<file path="src/dmarb_defines.vh">
`ifndef DMARB_DEFINES_VH
`define DMARB_DEFINES_VH

// register offsets
`define DMARB_OFF_CTRL 8'h00
`define DMARB_OFF_CTRLB 8'h04
`define DMARB_OFF_CHPTR 8'h08
`define DMARB_OFF_SHORT 8'h0C
`define DMARB_OFF_RLIVE 8'h10
`define DMARB_OFF_RINIT 8'h14
`define DMARB_OFF_SRC 8'h18
`define DMARB_OFF_DST 8'h1C
`define DMARB_OFF_TCW 8'h20
`define DMARB_OFF_BLIVE 8'h24
`define DMARB_OFF_BINIT 8'h28
`define DMARB_OFF_BCNT 8'h2C
`define DMARB_OFF_STAT 8'h30

// control register fields
`define DMARB_B_EN 0
`define DMARB_B_DONE_IE 1
`define DMARB_B_SIZE 2
`define DMARB_B_SRC_DEC 3
`define DMARB_B_SRC_STEP 4
`define DMARB_B_DST_DEC 5
`define DMARB_B_DST_STEP 6
`define DMARB_B_BURST 7
`define DMARB_B_LEVEL 8
`define DMARB_F_MODE 10:9
`define DMARB_F_SEL 14:12
`define DMARB_B_AREA_SRC 0
`define DMARB_CTRL_W 15

// modes
`define DMARB_MODE_REPEAT 2'h0
`define DMARB_MODE_NORMAL 2'h1
`define DMARB_MODE_BLOCK 2'h2

// activation sources
`define DMARB_SEL_TMR0 3'h0
`define DMARB_SEL_TMR1 3'h1
`define DMARB_SEL_TMR2 3'h2
`define DMARB_SEL_TXE 3'h3
`define DMARB_SEL_RXF 3'h4
`define DMARB_SEL_ADC 3'h5
`define DMARB_SEL_EXT 3'h6
`define DMARB_SEL_AUTO 3'h7

// reset values
`define DMARB_RST_CTRL 15'h0000
`define DMARB_RST_PTR 24'h000000
`define DMARB_RST_B8 8'h00
`define DMARB_RST_B16 16'h0000
`define DMARB_SHORT_HI 16'hFFFF

`endif

</file>
<file path="src/dmarb_addr_step.v">
`timescale 1ns/10ps
module dmarb_addr_step #(
	parameter AW = 24
)(
	ptr,
	step_en,
	dec,
	size,
	next_ptr
);
	input wire [AW-1:0] ptr;
	input wire step_en;
	input wire dec;
	input wire size;
	output wire [AW-1:0] next_ptr;

	wire [AW-1:0] amount;

	// RQ24: one or two per step
	assign amount = {{(AW-2){1'b0}}, size, !size};
	assign next_ptr = !step_en ? ptr : (dec ? ptr - amount : ptr + amount);
endmodule

</file>
<file path="src/dmarb_req_sel.v">
`timescale 1ns/10ps
`include "dmarb_defines.vh"
module dmarb_req_sel (
	sys_clk,
	rst,
	enable,
	mode,
	sel,
	level_sense,
	irq_in,
	ext_req_n,
	take,
	hit,
	irq_ack,
	irq_hide
);
	input wire sys_clk;
	input wire rst;
	input wire enable;
	input wire [1:0] mode;
	input wire [2:0] sel;
	input wire level_sense;
	input wire [5:0] irq_in;
	input wire ext_req_n;
	input wire take;
	output wire hit;
	output wire [5:0] irq_ack;
	output wire [5:0] irq_hide;

	reg ext_prev_r;
	reg ext_pend_r;
	reg legal;
	wire ext_fall;
	wire int_sel;
	wire [5:0] sel_vec;

	assign int_sel = sel < `DMARB_SEL_EXT;
	assign sel_vec = int_sel ? (6'h01 << sel) : 6'h00;
	assign ext_fall = ext_prev_r && !ext_req_n;

	// RQ9: RQ13: RQ20: legal sources per mode
	always @*
	begin
		case (mode)
			`DMARB_MODE_REPEAT: legal = sel != `DMARB_SEL_AUTO;
			`DMARB_MODE_NORMAL: legal = !int_sel;
			`DMARB_MODE_BLOCK: legal = sel != `DMARB_SEL_AUTO && sel != `DMARB_SEL_TXE && sel != `DMARB_SEL_RXF;
			default: legal = 1'b0;
		endcase
	end

	// falling edge held until taken
	always @(posedge sys_clk or posedge rst)
	begin
		if (rst)
		begin
			ext_prev_r <= 1'b1;
			ext_pend_r <= 1'b0;
		end
		else
		begin
			ext_prev_r <= ext_req_n;
			if (ext_fall)
				ext_pend_r <= 1'b1;
			else if (take)
				ext_pend_r <= 1'b0;
		end
	end

	// RQ22: block mode edge only
	assign hit = enable && legal && (
		(int_sel && |(irq_in & sel_vec)) ||
		(sel == `DMARB_SEL_EXT && (ext_pend_r ||
			(level_sense && mode != `DMARB_MODE_BLOCK && !ext_req_n))) ||
		sel == `DMARB_SEL_AUTO);
	// RQ23: clear flag, hide from cpu
	assign irq_ack = (take && enable && legal) ? sel_vec : 6'h00;
	assign irq_hide = (enable && legal) ? sel_vec : 6'h00;
endmodule

</file>
<file path="src/dmarb_top.v">
// Function
// RQ1: repeat: one unit per request, reload, continue
// RQ2: receive-full copies fixed to pointer, else reverse
// RQ3: live count decrements, reloads from init
// RQ4: pointer restore by signed scaled init count
// RQ5: software loads live and init equal
// RQ6: repeat runs until disabled, no interrupt
// RQ7: fixed address low byte, upper ones
// RQ8: repeat count eight bits, max 255
// RQ9: repeat accepts timer, serial, converter, external
// RQ10: normal pairs 24-bit source and destination
// RQ11: normal count hits zero: disable, interrupt
// RQ12: normal start count zero means 65536
// RQ13: normal external or auto request
// RQ14: cycle-steal releases, burst holds bus
// RQ15: block request moves a whole block
// RQ16: block size reload, area restore, count
// RQ17: block count zero: disable, interrupt
// RQ18: area select bit, zero is destination
// RQ19: software loads block size and count
// RQ20: block accepts timer, converter, external only
// RQ21: block area cycles or stays fixed
// RQ22: block external requests are edges only
// RQ23: taken interrupt flag cleared and hidden
// RQ24: step one for byte, two word
`timescale 1ns/10ps
`include "dmarb_defines.vh"
module dmarb_top (
	sys_clk,
	rst,
	reg_addr,
	reg_wdata,
	reg_wr,
	reg_rd,
	reg_rdata,
	irq_in,
	ext_req_n,
	irq_ack,
	irq_hide,
	hp_bus_req,
	xfer_req,
	xfer_src,
	xfer_dst,
	xfer_word,
	xfer_ack,
	bus_hold,
	done_irq
);
	input wire sys_clk;
	input wire rst;
	input wire [7:0] reg_addr;
	input wire [31:0] reg_wdata;
	input wire reg_wr;
	input wire reg_rd;
	output reg [31:0] reg_rdata;
	input wire [5:0] irq_in;
	input wire ext_req_n;
	output wire [5:0] irq_ack;
	output wire [5:0] irq_hide;
	input wire hp_bus_req;
	output wire xfer_req;
	output reg [23:0] xfer_src;
	output reg [23:0] xfer_dst;
	output wire xfer_word;
	input wire xfer_ack;
	output wire bus_hold;
	output wire done_irq;

	localparam ST_IDLE = 2'h0;
	localparam ST_XFER = 2'h1;
	localparam ST_BLOCK = 2'h2;

	reg [`DMARB_CTRL_W-1:0] ctrl_r;
	reg ctrlb_r;
	reg [23:0] chptr_r;
	reg [7:0] short_r;
	reg [7:0] rlive_r;
	reg [7:0] rinit_r;
	reg [23:0] src_r;
	reg [23:0] dst_r;
	reg [15:0] tcw_r;
	reg [7:0] blive_r;
	reg [7:0] binit_r;
	reg [15:0] bcnt_r;
	reg [23:0] area_base_r;
	reg done_r;
	reg [1:0] state_r;
	reg rx_dir_r;
	reg [23:0] restore;

	wire en;
	wire ie;
	wire sz;
	wire burst;
	wire [1:0] mode;
	wire [2:0] sel;
	wire hit;
	wire take;
	wire done_ev;
	wire [23:0] chptr_step;
	wire [23:0] src_step;
	wire [23:0] dst_step;
	wire [23:0] short_full;
	wire [23:0] init_scaled;
	wire [7:0] rlive_dec;
	wire [7:0] blive_dec;
	wire [15:0] tcw_dec;
	wire [15:0] bcnt_dec;
	wire block_end;

	assign en = ctrl_r[`DMARB_B_EN];
	assign ie = ctrl_r[`DMARB_B_DONE_IE];
	assign sz = ctrl_r[`DMARB_B_SIZE];
	assign burst = ctrl_r[`DMARB_B_BURST];
	assign mode = ctrl_r[`DMARB_F_MODE];
	assign sel = ctrl_r[`DMARB_F_SEL];

	////////////////////////////////////////////////////////////////
	// submodules

	dmarb_req_sel u_sel (
		.sys_clk(sys_clk),
		.rst(rst),
		.enable(en),
		.mode(mode),
		.sel(sel),
		.level_sense(ctrl_r[`DMARB_B_LEVEL]),
		.irq_in(irq_in),
		.ext_req_n(ext_req_n),
		.take(take),
		.hit(hit),
		.irq_ack(irq_ack),
		.irq_hide(irq_hide)
	);

	// repeat pointer always steps
	dmarb_addr_step #(.AW(24)) u_chstep (
		.ptr(chptr_r),
		.step_en(1'b1),
		.dec(ctrl_r[`DMARB_B_SRC_DEC]),
		.size(sz),
		.next_ptr(chptr_step)
	);

	// RQ10: independent pointer stepping
	dmarb_addr_step #(.AW(24)) u_srcstep (
		.ptr(src_r),
		.step_en(ctrl_r[`DMARB_B_SRC_STEP]),
		.dec(ctrl_r[`DMARB_B_SRC_DEC]),
		.size(sz),
		.next_ptr(src_step)
	);

	dmarb_addr_step #(.AW(24)) u_dststep (
		.ptr(dst_r),
		.step_en(ctrl_r[`DMARB_B_DST_STEP]),
		.dec(ctrl_r[`DMARB_B_DST_DEC]),
		.size(sz),
		.next_ptr(dst_step)
	);

	////////////////////////////////////////////////////////////////
	// sequencing

	// request taken in idle or block state
	assign take = (state_r == ST_IDLE || state_r == ST_BLOCK) && hit;
	assign xfer_req = state_r == ST_XFER;
	assign xfer_word = sz;

	// RQ7: fixed address upper bits ones
	assign short_full = {`DMARB_SHORT_HI, short_r};
	// RQ4: restore amount scaled by size
	assign init_scaled = sz ? {15'h0000, rinit_r, 1'b0} : {16'h0000, rinit_r};
	assign rlive_dec = rlive_r - 8'h01;
	assign blive_dec = blive_r - 8'h01;
	assign tcw_dec = tcw_r - 16'h0001;
	assign bcnt_dec = bcnt_r - 16'h0001;
	assign block_end = mode == `DMARB_MODE_BLOCK && blive_dec == 8'h00;

	// RQ14: block and auto-request burst keep bus
	assign bus_hold = state_r == ST_XFER && !hp_bus_req &&
		(mode == `DMARB_MODE_BLOCK ||
		(mode == `DMARB_MODE_NORMAL && burst && sel == `DMARB_SEL_AUTO));

	// RQ11: RQ17: completion event
	assign done_ev = state_r == ST_XFER && xfer_ack && (
		(mode == `DMARB_MODE_NORMAL && tcw_dec == 16'h0000) ||
		(block_end && bcnt_dec == 16'h0000));
	// RQ6: no interrupt in repeat mode
	assign done_irq = done_r && ie;

	// RQ4: direction sets restore sign
	always @*
	begin
		if (ctrl_r[`DMARB_B_SRC_DEC])
			restore = chptr_step + init_scaled;
		else
			restore = chptr_step - init_scaled;
	end

	always @(posedge sys_clk or posedge rst)
	begin
		if (rst)
		begin
			state_r <= ST_IDLE;
			rx_dir_r <= 1'b0;
			xfer_src <= `DMARB_RST_PTR;
			xfer_dst <= `DMARB_RST_PTR;
		end
		else
		begin
			case (state_r)
				ST_IDLE, ST_BLOCK:
				begin
					if (take)
					begin
						state_r <= ST_XFER;
						rx_dir_r <= sel == `DMARB_SEL_RXF;
						if (mode == `DMARB_MODE_REPEAT)
						begin
							// RQ2: direction from source
							if (sel == `DMARB_SEL_RXF)
							begin
								xfer_src <= short_full;
								xfer_dst <= chptr_r;
							end
							else
							begin
								xfer_src <= chptr_r;
								xfer_dst <= short_full;
							end
						end
						else
						begin
							xfer_src <= src_r;
							xfer_dst <= dst_r;
						end
					end
					else if (!en)
						state_r <= ST_IDLE;
				end
				ST_XFER:
				begin
					if (xfer_ack)
					begin
						// RQ15: block continues without request
						if (block_end || mode != `DMARB_MODE_BLOCK || !en)
							state_r <= ST_IDLE;
						else
						begin
							state_r <= ST_XFER;
							xfer_src <= src_step;
							xfer_dst <= dst_step;
						end
					end
				end
				default: state_r <= ST_IDLE;
			endcase
		end
	end

	////////////////////////////////////////////////////////////////
	// registers and counters

	always @(posedge sys_clk or posedge rst)
	begin
		if (rst)
		begin
			ctrl_r <= `DMARB_RST_CTRL;
			ctrlb_r <= 1'b0;
			chptr_r <= `DMARB_RST_PTR;
			short_r <= `DMARB_RST_B8;
			rlive_r <= `DMARB_RST_B8;
			rinit_r <= `DMARB_RST_B8;
			src_r <= `DMARB_RST_PTR;
			dst_r <= `DMARB_RST_PTR;
			tcw_r <= `DMARB_RST_B16;
			blive_r <= `DMARB_RST_B8;
			binit_r <= `DMARB_RST_B8;
			bcnt_r <= `DMARB_RST_B16;
			area_base_r <= `DMARB_RST_PTR;
			done_r <= 1'b0;
		end
		else
		begin
			if (reg_wr)
			begin
				case (reg_addr)
					`DMARB_OFF_CTRL: ctrl_r <= reg_wdata[`DMARB_CTRL_W-1:0];
					`DMARB_OFF_CTRLB: ctrlb_r <= reg_wdata[`DMARB_B_AREA_SRC];
					`DMARB_OFF_CHPTR: chptr_r <= reg_wdata[23:0];
					`DMARB_OFF_SHORT: short_r <= reg_wdata[7:0];
					`DMARB_OFF_RLIVE: rlive_r <= reg_wdata[7:0];
					`DMARB_OFF_RINIT: rinit_r <= reg_wdata[7:0];
					`DMARB_OFF_SRC: src_r <= reg_wdata[23:0];
					`DMARB_OFF_DST: dst_r <= reg_wdata[23:0];
					`DMARB_OFF_TCW: tcw_r <= reg_wdata[15:0];
					`DMARB_OFF_BLIVE: blive_r <= reg_wdata[7:0];
					`DMARB_OFF_BINIT: binit_r <= reg_wdata[7:0];
					`DMARB_OFF_BCNT: bcnt_r <= reg_wdata[15:0];
					`DMARB_OFF_STAT: done_r <= 1'b0;
					default: ;
				endcase
			end
			// block area start captured at each block start
			if (take && mode == `DMARB_MODE_BLOCK && state_r == ST_IDLE)
				area_base_r <= ctrlb_r ? src_r : dst_r;
			if (state_r == ST_XFER && xfer_ack)
			begin
				case (mode)
					`DMARB_MODE_REPEAT:
					begin
						// RQ1: RQ3: RQ8: count and reload
						if (rlive_dec == 8'h00)
						begin
							rlive_r <= rinit_r;
							chptr_r <= restore;
						end
						else
						begin
							rlive_r <= rlive_dec;
							chptr_r <= chptr_step;
						end
					end
					`DMARB_MODE_NORMAL:
					begin
						// RQ12: zero wraps to full range
						src_r <= src_step;
						dst_r <= dst_step;
						tcw_r <= tcw_dec;
						if (tcw_dec == 16'h0000)
							ctrl_r[`DMARB_B_EN] <= 1'b0;
					end
					`DMARB_MODE_BLOCK:
					begin
						// RQ16: RQ18: RQ21: block end handling
						if (block_end)
						begin
							blive_r <= binit_r;
							bcnt_r <= bcnt_dec;
							src_r <= ctrlb_r ? area_base_r : src_step;
							dst_r <= ctrlb_r ? dst_step : area_base_r;
							if (bcnt_dec == 16'h0000)
								ctrl_r[`DMARB_B_EN] <= 1'b0;
						end
						else
						begin
							blive_r <= blive_dec;
							src_r <= src_step;
							dst_r <= dst_step;
						end
					end
					default: ;
				endcase
			end
			// set wins over clear
			if (done_ev)
				done_r <= 1'b1;
		end
	end

	////////////////////////////////////////////////////////////////
	// read port

	always @(posedge sys_clk or posedge rst)
	begin
		if (rst)
			reg_rdata <= 32'h00000000;
		else if (reg_rd)
		begin
			case (reg_addr)
				`DMARB_OFF_CTRL: reg_rdata <= {17'h00000, ctrl_r};
				`DMARB_OFF_CTRLB: reg_rdata <= {31'h00000000, ctrlb_r};
				`DMARB_OFF_CHPTR: reg_rdata <= {8'h00, chptr_r};
				`DMARB_OFF_SHORT: reg_rdata <= {24'h000000, short_r};
				`DMARB_OFF_RLIVE: reg_rdata <= {24'h000000, rlive_r};
				`DMARB_OFF_RINIT: reg_rdata <= {24'h000000, rinit_r};
				`DMARB_OFF_SRC: reg_rdata <= {8'h00, src_r};
				`DMARB_OFF_DST: reg_rdata <= {8'h00, dst_r};
				`DMARB_OFF_TCW: reg_rdata <= {16'h0000, tcw_r};
				`DMARB_OFF_BLIVE: reg_rdata <= {24'h000000, blive_r};
				`DMARB_OFF_BINIT: reg_rdata <= {24'h000000, binit_r};
				`DMARB_OFF_BCNT: reg_rdata <= {16'h0000, bcnt_r};
				`DMARB_OFF_STAT: reg_rdata <= {28'h0000000, rx_dir_r, state_r, done_r};
				default: reg_rdata <= 32'h00000000;
			endcase
		end
		else
			reg_rdata <= 32'h00000000;
	end
endmodule

</file>
<file path="config.mk">
export PLATFORM = sky130hd
export DESIGN_NAME = dmarb_top
export DESIGN_NICKNAME = d
export VERILOG_FILES = /design/src/dmarb_addr_step.v /design/src/dmarb_req_sel.v /design/src/dmarb_top.v
export VERILOG_INCLUDE_DIRS = /design/src
export SDC_FILE = /design/constraint.sdc
export NUM_CORES = 1
export LEC_CHECK = 0
export ABC_AREA = 1
export ABC_CLOCK_PERIOD_IN_PS = 8900
export BUFFER_PORTS_ARGS = -buffer_cell sky130_fd_sc_hd__buf_2
export CORE_MARGIN = 1
export CORE_UTILIZATION = 35
export DETAILED_ROUTE_END_ITERATION = 16
export PLACE_DENSITY_LB_ADDON = 0.2
export SYNTH_ARGS = -nofsm -noshare
export SYNTH_HDL_FRONTEND = slang
export SYNTH_SLANG_ARGS = --single-unit
</file>
<file path="constraint.sdc">
create_clock -name sys_clk -period 8.9 [get_ports sys_clk]
set_input_delay 1.78 -clock sys_clk [delete_from_list [all_inputs] [get_ports sys_clk]]
set_output_delay 1.78 -clock sys_clk [all_outputs]
set_load 0.01 [all_outputs]
</file>
==> metrics.txt, run 1 <==
most frequent cells in the layout nand2_1 (860), inv_1 (424), o21ai_0 (396); top achievable clock speed 0.174 GHz; Hold Path Depth 2; core area 61900 um^2; Worst EP arrival 3.96 ns; Die W 253 um; cell row count 91; area of the multi-input gates 13200 um^2; Final setup viols 0; FF-to-FF Start ctrl_r[10]$_DFFE_PP0P_; cell count after placement 4309; Pwr Density 214 nW/um^2; post-synth cell types 50; Nets 3672; Post-CTS Setup Inserts 0; clk_lat worst skew 0.57 ns; initial core utilization 35.6%; Mapped Area 22000 um^2; Port-buffer cells 132; commonest non-fill, non-tap cell in the layout nand2_1; total of max-cap violations 0; P_leak 12.3 nW; via count 24078; vias per cell 5.51; Non-Filler Instances 4372; post-layout util 39.6%; clock-pin slew on the worst setup and hold paths 0.05 ns; WP buf/inv 3; Global Route Usage Sum 28.6%; Top delay family on crit path simple AND/OR/NAND/NOR gates; Worst VDD drop 112 uV; # IOs 149; Slew @ Worst Pin 1.20 ns; Yosys reg bits 261; DP HPWL 68.9 mm; global-route wire length before repair 139 mm; largest net degree at the start of global routing 125; Storage cell area 6530 um^2; worst hold slack 0.471 ns; Yosys Warn Count 0; WL/cell 21.1 um; Routed Antenna Nets 0; sequential fraction of the synthesis area 29.6%; Cells after Synth 3453; number of buffers added by the clock tree synthesis step 36; EDFF count, synth 0; FF-to-FF End xfer_dst[9]$_DFFE_PP0P_; grt met2 use 44.1%; HP Class reg2reg; CP max FO 17; fill count 6838; M3 GR Usage 3.83%; final period utilization 64.5%; CTS tree built; Layout area overhead 11.2%; post-route setup TNS 0 ns; CP Capture Type primary output; drt pass-1 iters 6; Clock Tree Buf Depth 3; worst rel slew slack 19.9%; Hold Vio Cnt, Final 0; CTS Hold Bufs 0; share of synthesized flip-flops with an asynchronous set or reset 100%; initial antenna violation count 5; clk_skew 0.0400 ns; final routed DRC violation total 0; CP cell instances inv_1 -> ha_1 -> inv_1 -> nor2_1 -> nand3b_1 -> nand3b_2 -> nor2_1 -> nand3_1 -> nor2_1 -> buf_2; PostCTS Resize Cnt 0; ys flop type dfrtp_1; Avg Cell Area, Syn 6.38 um^2; TritonCTS sink count 261; Slowest cell on crit path ha_1; CP peak stage delay 0.83 ns; CTS root buffer clkbuf_16; initial drt markers 2543; worst setup path category reg2out; outcome finished, final reports clean; gr busiest metal met2; met1 usage 40.3%; Hold EP xfer_src[13]$_DFFE_PP0P_; R2R depth 14; Worst Hold Launch xfer_src[13]$_DFFE_PP0P_; Final Wtd Congestion 0.965; R2R Setup Slk 4.05 ns; Routed WL 92.4 mm; residual overflow from global routing 0; RSZ-0062 raised after global routing no; Worst Path Required 7.12 ns; Die ar. 64000 um^2; Final Slew Violations 0; Tmin final 5.74 ns; vias in the first global route 22114; startpoint type of the worst setup path flip-flop; layout cell share with drive strength beyond 1 7.30%; H-Tree Depth 2; CP most frequent cell nor2_1; Die Ht 253 um
[final cells by class]
type	instances	share of cell area, %
antenna	1	0.0102
clock buffer	49	4.24
clock inverter	13	0.577
inverter	440	6.75
multi-input combinational	2613	53.9
sequential	261	26.7
tap	837	4.27
timing repair buffer	158	3.54
[power by group]
part	internal [mW]	switching [mW]	leakage, nW
clock	0.877	0.597	0.589
combinational	0.711	1.48	8.47
sequential	1.36	0.214	3.27
[synth_stat cells, types with 44 or more instances]
cell,number,area [um^2]
a21oi_1,296,1480
a31oi_1,53,332
clkbuf_1,91,342
dfrtp_1,260,6510
ha_1,107,1340
inv_1,427,1600
nand2_1,860,3230
nand3_1,197,986
nor2_1,325,1220
o21ai_0,396,1980
o21ai_1,44,220
o22ai_1,49,307
xor2_1,52,455
[state kept, by name, indices dropped and copies added, names as in the netlist]
register          cells
src_r                24
dst_r                24
blive_r               8
rx_dir_r              1
ctrlb_r               1
u_sel.ext_pend_r      1
u_sel.ext_prev_r      1
binit_r               8
reg_rdata            24
xfer_src             24
short_r               8
ctrl_r               15
chptr_r              24
area_base_r          24
rinit_r               8
bcnt_r               16
state_r               1
tcw_r                16
done_r                1
xfer_dst             24
rlive_r               8
[worst max path at each step]
stage | startpoint | endpoint | slack (ns) | cells past startpoint
after floorplan | rst | area_base_r[0]$_DFFE_PP0P_ | 3.68 | 1
after global placement | ctrl_r[10]$_DFFE_PP0P_ | irq_ack[2] | 3.83 | 10
after detailed placement | ctrl_r[10]$_DFFE_PP0P_ | irq_ack[0] | 3.81 | 10
after CTS | ctrl_r[10]$_DFFE_PP0P_ | irq_ack[0] | 3.24 | 10
after global routing | ctrl_r[10]$_DFFE_PP0P_ | irq_ack[2] | 2.90 | 10
final | ctrl_r[10]$_DFFE_PP0P_ | irq_ack[5] | 3.16 | 10
[per-layer routing]
metal	vias up	part of all wire, %	wire [um]
li1	11599	-	-
met1	11307	44	40900
met2	1005	44	40600
met3	163	7.8	7170
met4	4	4.1	3790
met5	-	0.022	20
[through the flow]
step | setup WS [ns] | cell area (um^2) | total power, mW
after floorplan | 3.68 | 22100 | 3.04
after global placement | 3.83 | 23300 | 3.73
after detailed placement | 3.81 | 23300 | 3.73
after CTS | 3.24 | 24500 | 5.22
after global routing | 2.90 | 24500 | 5.59
final | 3.16 | 24500 | 5.24
[logic make-up (layout without fill, tap and decap cells)]
logic type	Yosys count	count (layout)	synth area share [%]
buffers and inverters	586	660	10.5
XOR/XNOR	68	68	2.70
flip-flops	261	261	29.6
adder cells (fa/ha/maj)	109	109	6.26
AND/OR/NAND/NOR	1495	1495	27.9
other	1	9	0.0170
AO/OA/AOI/OAI	933	933	23.0
[worst min-delay path, cell delays in order (launching register included)]
cell     delay, ns
dfrtp_1       0.33
nand2_1       0.05
nand2_1       0.06
Note: power is estimated with default switching activity, not from simulation.
==> inputs of run 2 (changes only) <==
ABC_CLOCK_PERIOD_IN_PS = 5900   (was 8900)
clock period = 5.9 ns   (was 8.9 ns; I/O delays follow)
==> run 2 against run 1 <==
- clock-buffer cell count stayed put
- total power is 51% higher
- die area stayed put
- clock skew is 0.0069 ns lower
- clock power is 52% higher
- final area is 0.19% higher
- utilization is 0.077 points higher
- sequential cell count stayed put
- non-clock buffer count is 5 higher
- routed wire length is 0.85% lower
- global-route usage is 0.31 points lower
- critical path type unchanged
- highest routed layer unchanged
==> metrics.txt, run 2 (synthesized netlist as in run 1, its figures left out) <==
Comb pwr share 41.8%; vias in the first global route 21912; TritonCTS sink count 261; final instance area 24600 um^2; Die ar. 64000 um^2; clock-pin slew on the worst setup and hold paths 0.05 ns; Final Wtd Congestion 0.960; most frequent cells in the layout nand2_1 (860), inv_1 (424), o21ai_0 (396); Hold Vio Cnt, Final 0; clk_skew 0.0331 ns; Slew @ Worst Pin 1.18 ns; Post-Place Worst Slack 1.54 ns; top achievable clock speed 0.220 GHz; final routed DRC violation total 0; sequential share of power 30.0%; outcome finished, final reports clean; Die W 253 um; worst setup path category reg2out; core area 61900 um^2; drt pass-1 iters 5; worst rel slew slack 21.1%; Routed Antenna Nets 0; commonest non-fill, non-tap cell in the layout nand2_1; Clock Tree Buf Depth 3; Layout area overhead 11.4%; startpoint type of the worst setup path flip-flop; vias per cell 5.47; # IOs 149; Final setup viols 0; Tmin final 4.54 ns; initial drt markers 2345; Post-CTS Setup Inserts 0; total of max-cap violations 0; initial antenna violation count 2; NetSw 3.46 mW; Worst Path Required 4.72 ns; Routed WL 91.6 mm; residual overflow from global routing 0; largest net degree at the start of global routing 151; CTS Hold Bufs 0; CP Capture Type primary output; final period utilization 77.0%; CTS root buffer clkbuf_16; RSZ-0062 raised after global routing no; initial core utilization 35.6%; CTS tree built; number of buffers added by the clock tree synthesis step 36; via count 23933; P_int 4.45 mW; fill count 6765; layout cell share with drive strength beyond 1 7.38%; Port-buffer cells 132; Worst VDD drop 216 uV; cell row count 91; Worst EP arrival 3.36 ns; Die Ht 253 um; PostCTS Resize Cnt 0; global-route wire length before repair 138 mm; Clk pwr share 28.2%; Final Slew Violations 0; HP Class reg2reg; P_leak 12.3 nW; Tot Pwr 7.91 mW; setup slack after layout 1.36 ns; Pwr Density 322 nW/um^2; Post-DP Area 23400 um^2; DP HPWL 68.9 mm; H-Tree Depth 2; CP max FO 17; Global Route Usage Sum 28.3%; Nets 3677; switch share 43.7%; post-route setup TNS 0 ns; clk_lat worst skew 0.56 ns; WL/cell 20.9 um
==> run 2: cell count changes in the layout (fill, tap and decap cells not counted) <==
cell / delta
diode_2: +2
clkinv_4: -2
clkbuf_8: +1
clkinv_2: -3
buf_12: +1
clkbuf_1: -1
clkinvlp_4: +2
buf_4: +4
==> run 2: path summary, 6_finish.rpt <==
path / start / endpoint / slack [ns] / depth (start not counted)
min: xfer_src[0]$_DFFE_PP0P_ / xfer_src[0]$_DFFE_PP0P_ / 0.47 / 2
max reg2reg: ctrl_r[2]$_DFFE_PP0P_ / chptr_r[20]$_DFF_PP0_ / 1.43 / 24
min in group asynchronous: rst / src_r[6]$_DFF_PP0_ / 0.64 / 2
max in group asynchronous: rst / area_base_r[0]$_DFFE_PP0P_ / 3.90 / 3
max: ctrl_r[10]$_DFFE_PP0P_ / irq_ack[1] / 1.36 / 11
min reg2reg: xfer_src[0]$_DFFE_PP0P_ / xfer_src[0]$_DFFE_PP0P_ / 0.47 / 2
==> run 2: stage by stage <==
step           instances  utilization [%]  hold slack [ns]
2_1_floorplan       3460                -            0.453
3_3_place_gp        4314             37.7            0.461
3_5_place_dp        4314             37.7            0.462
4_1_cts             4373             39.6            0.477
5_1_grt             4373             39.6            0.498
6_report            4376             39.7            0.471
==> run 2: power groups by stage <==
stage | Clock (mW) | Sequential, mW | Combinational [mW]
detailed placement | 0 | 2.40 | 3.24
finish | 2.23 | 2.38 | 3.31
CTS | 2.25 | 2.37 | 3.25
global route | 2.31 | 2.40 | 3.69
global placement | 0 | 2.39 | 3.24
floorplan | 0 | 2.29 | 2.29
==> run 2: cell type report <==
cell class / count / area (um^2) / share of cell area, %
diodes: 3 / 7.51 / 0.0306
clock inverters: 10 / 124 / 0.504
flip-flops and latches: 261 / 6530 / 26.6
clock buffers: 49 / 1050 / 4.27
inverters: 440 / 1660 / 6.74
multi-input cells: 2613 / 13200 / 53.8
well taps: 837 / 1050 / 4.26
repair buffers: 163 / 918 / 3.74
==> run 2: worst max-delay path: stages, from the launching register on <==
cell,delay [ns]
dfrtp_1,0.41
inv_1,0.12
ha_1,0.15
buf_4,0.28
inv_1,0.36
nor2_1,0.24
nand3b_1,0.14
nand3b_2,0.18
nor2_1,0.15
nand3_1,0.43
nor2_1,0.21
buf_2,0.15
==> run 2: layer usage <==
layer / global-route usage, % / vias up / part of all wire, % / wire length, um
met3: 3.87 / 157 / 7.1 / 6540
met2: 43.3 / 938 / 44 / 40100
li1: - / 11598 / - / -
met5: 0 / - / 0.011 / 10
met4: 12.1 / 2 / 4.4 / 4050
met1: 39.7 / 11238 / 45 / 40900
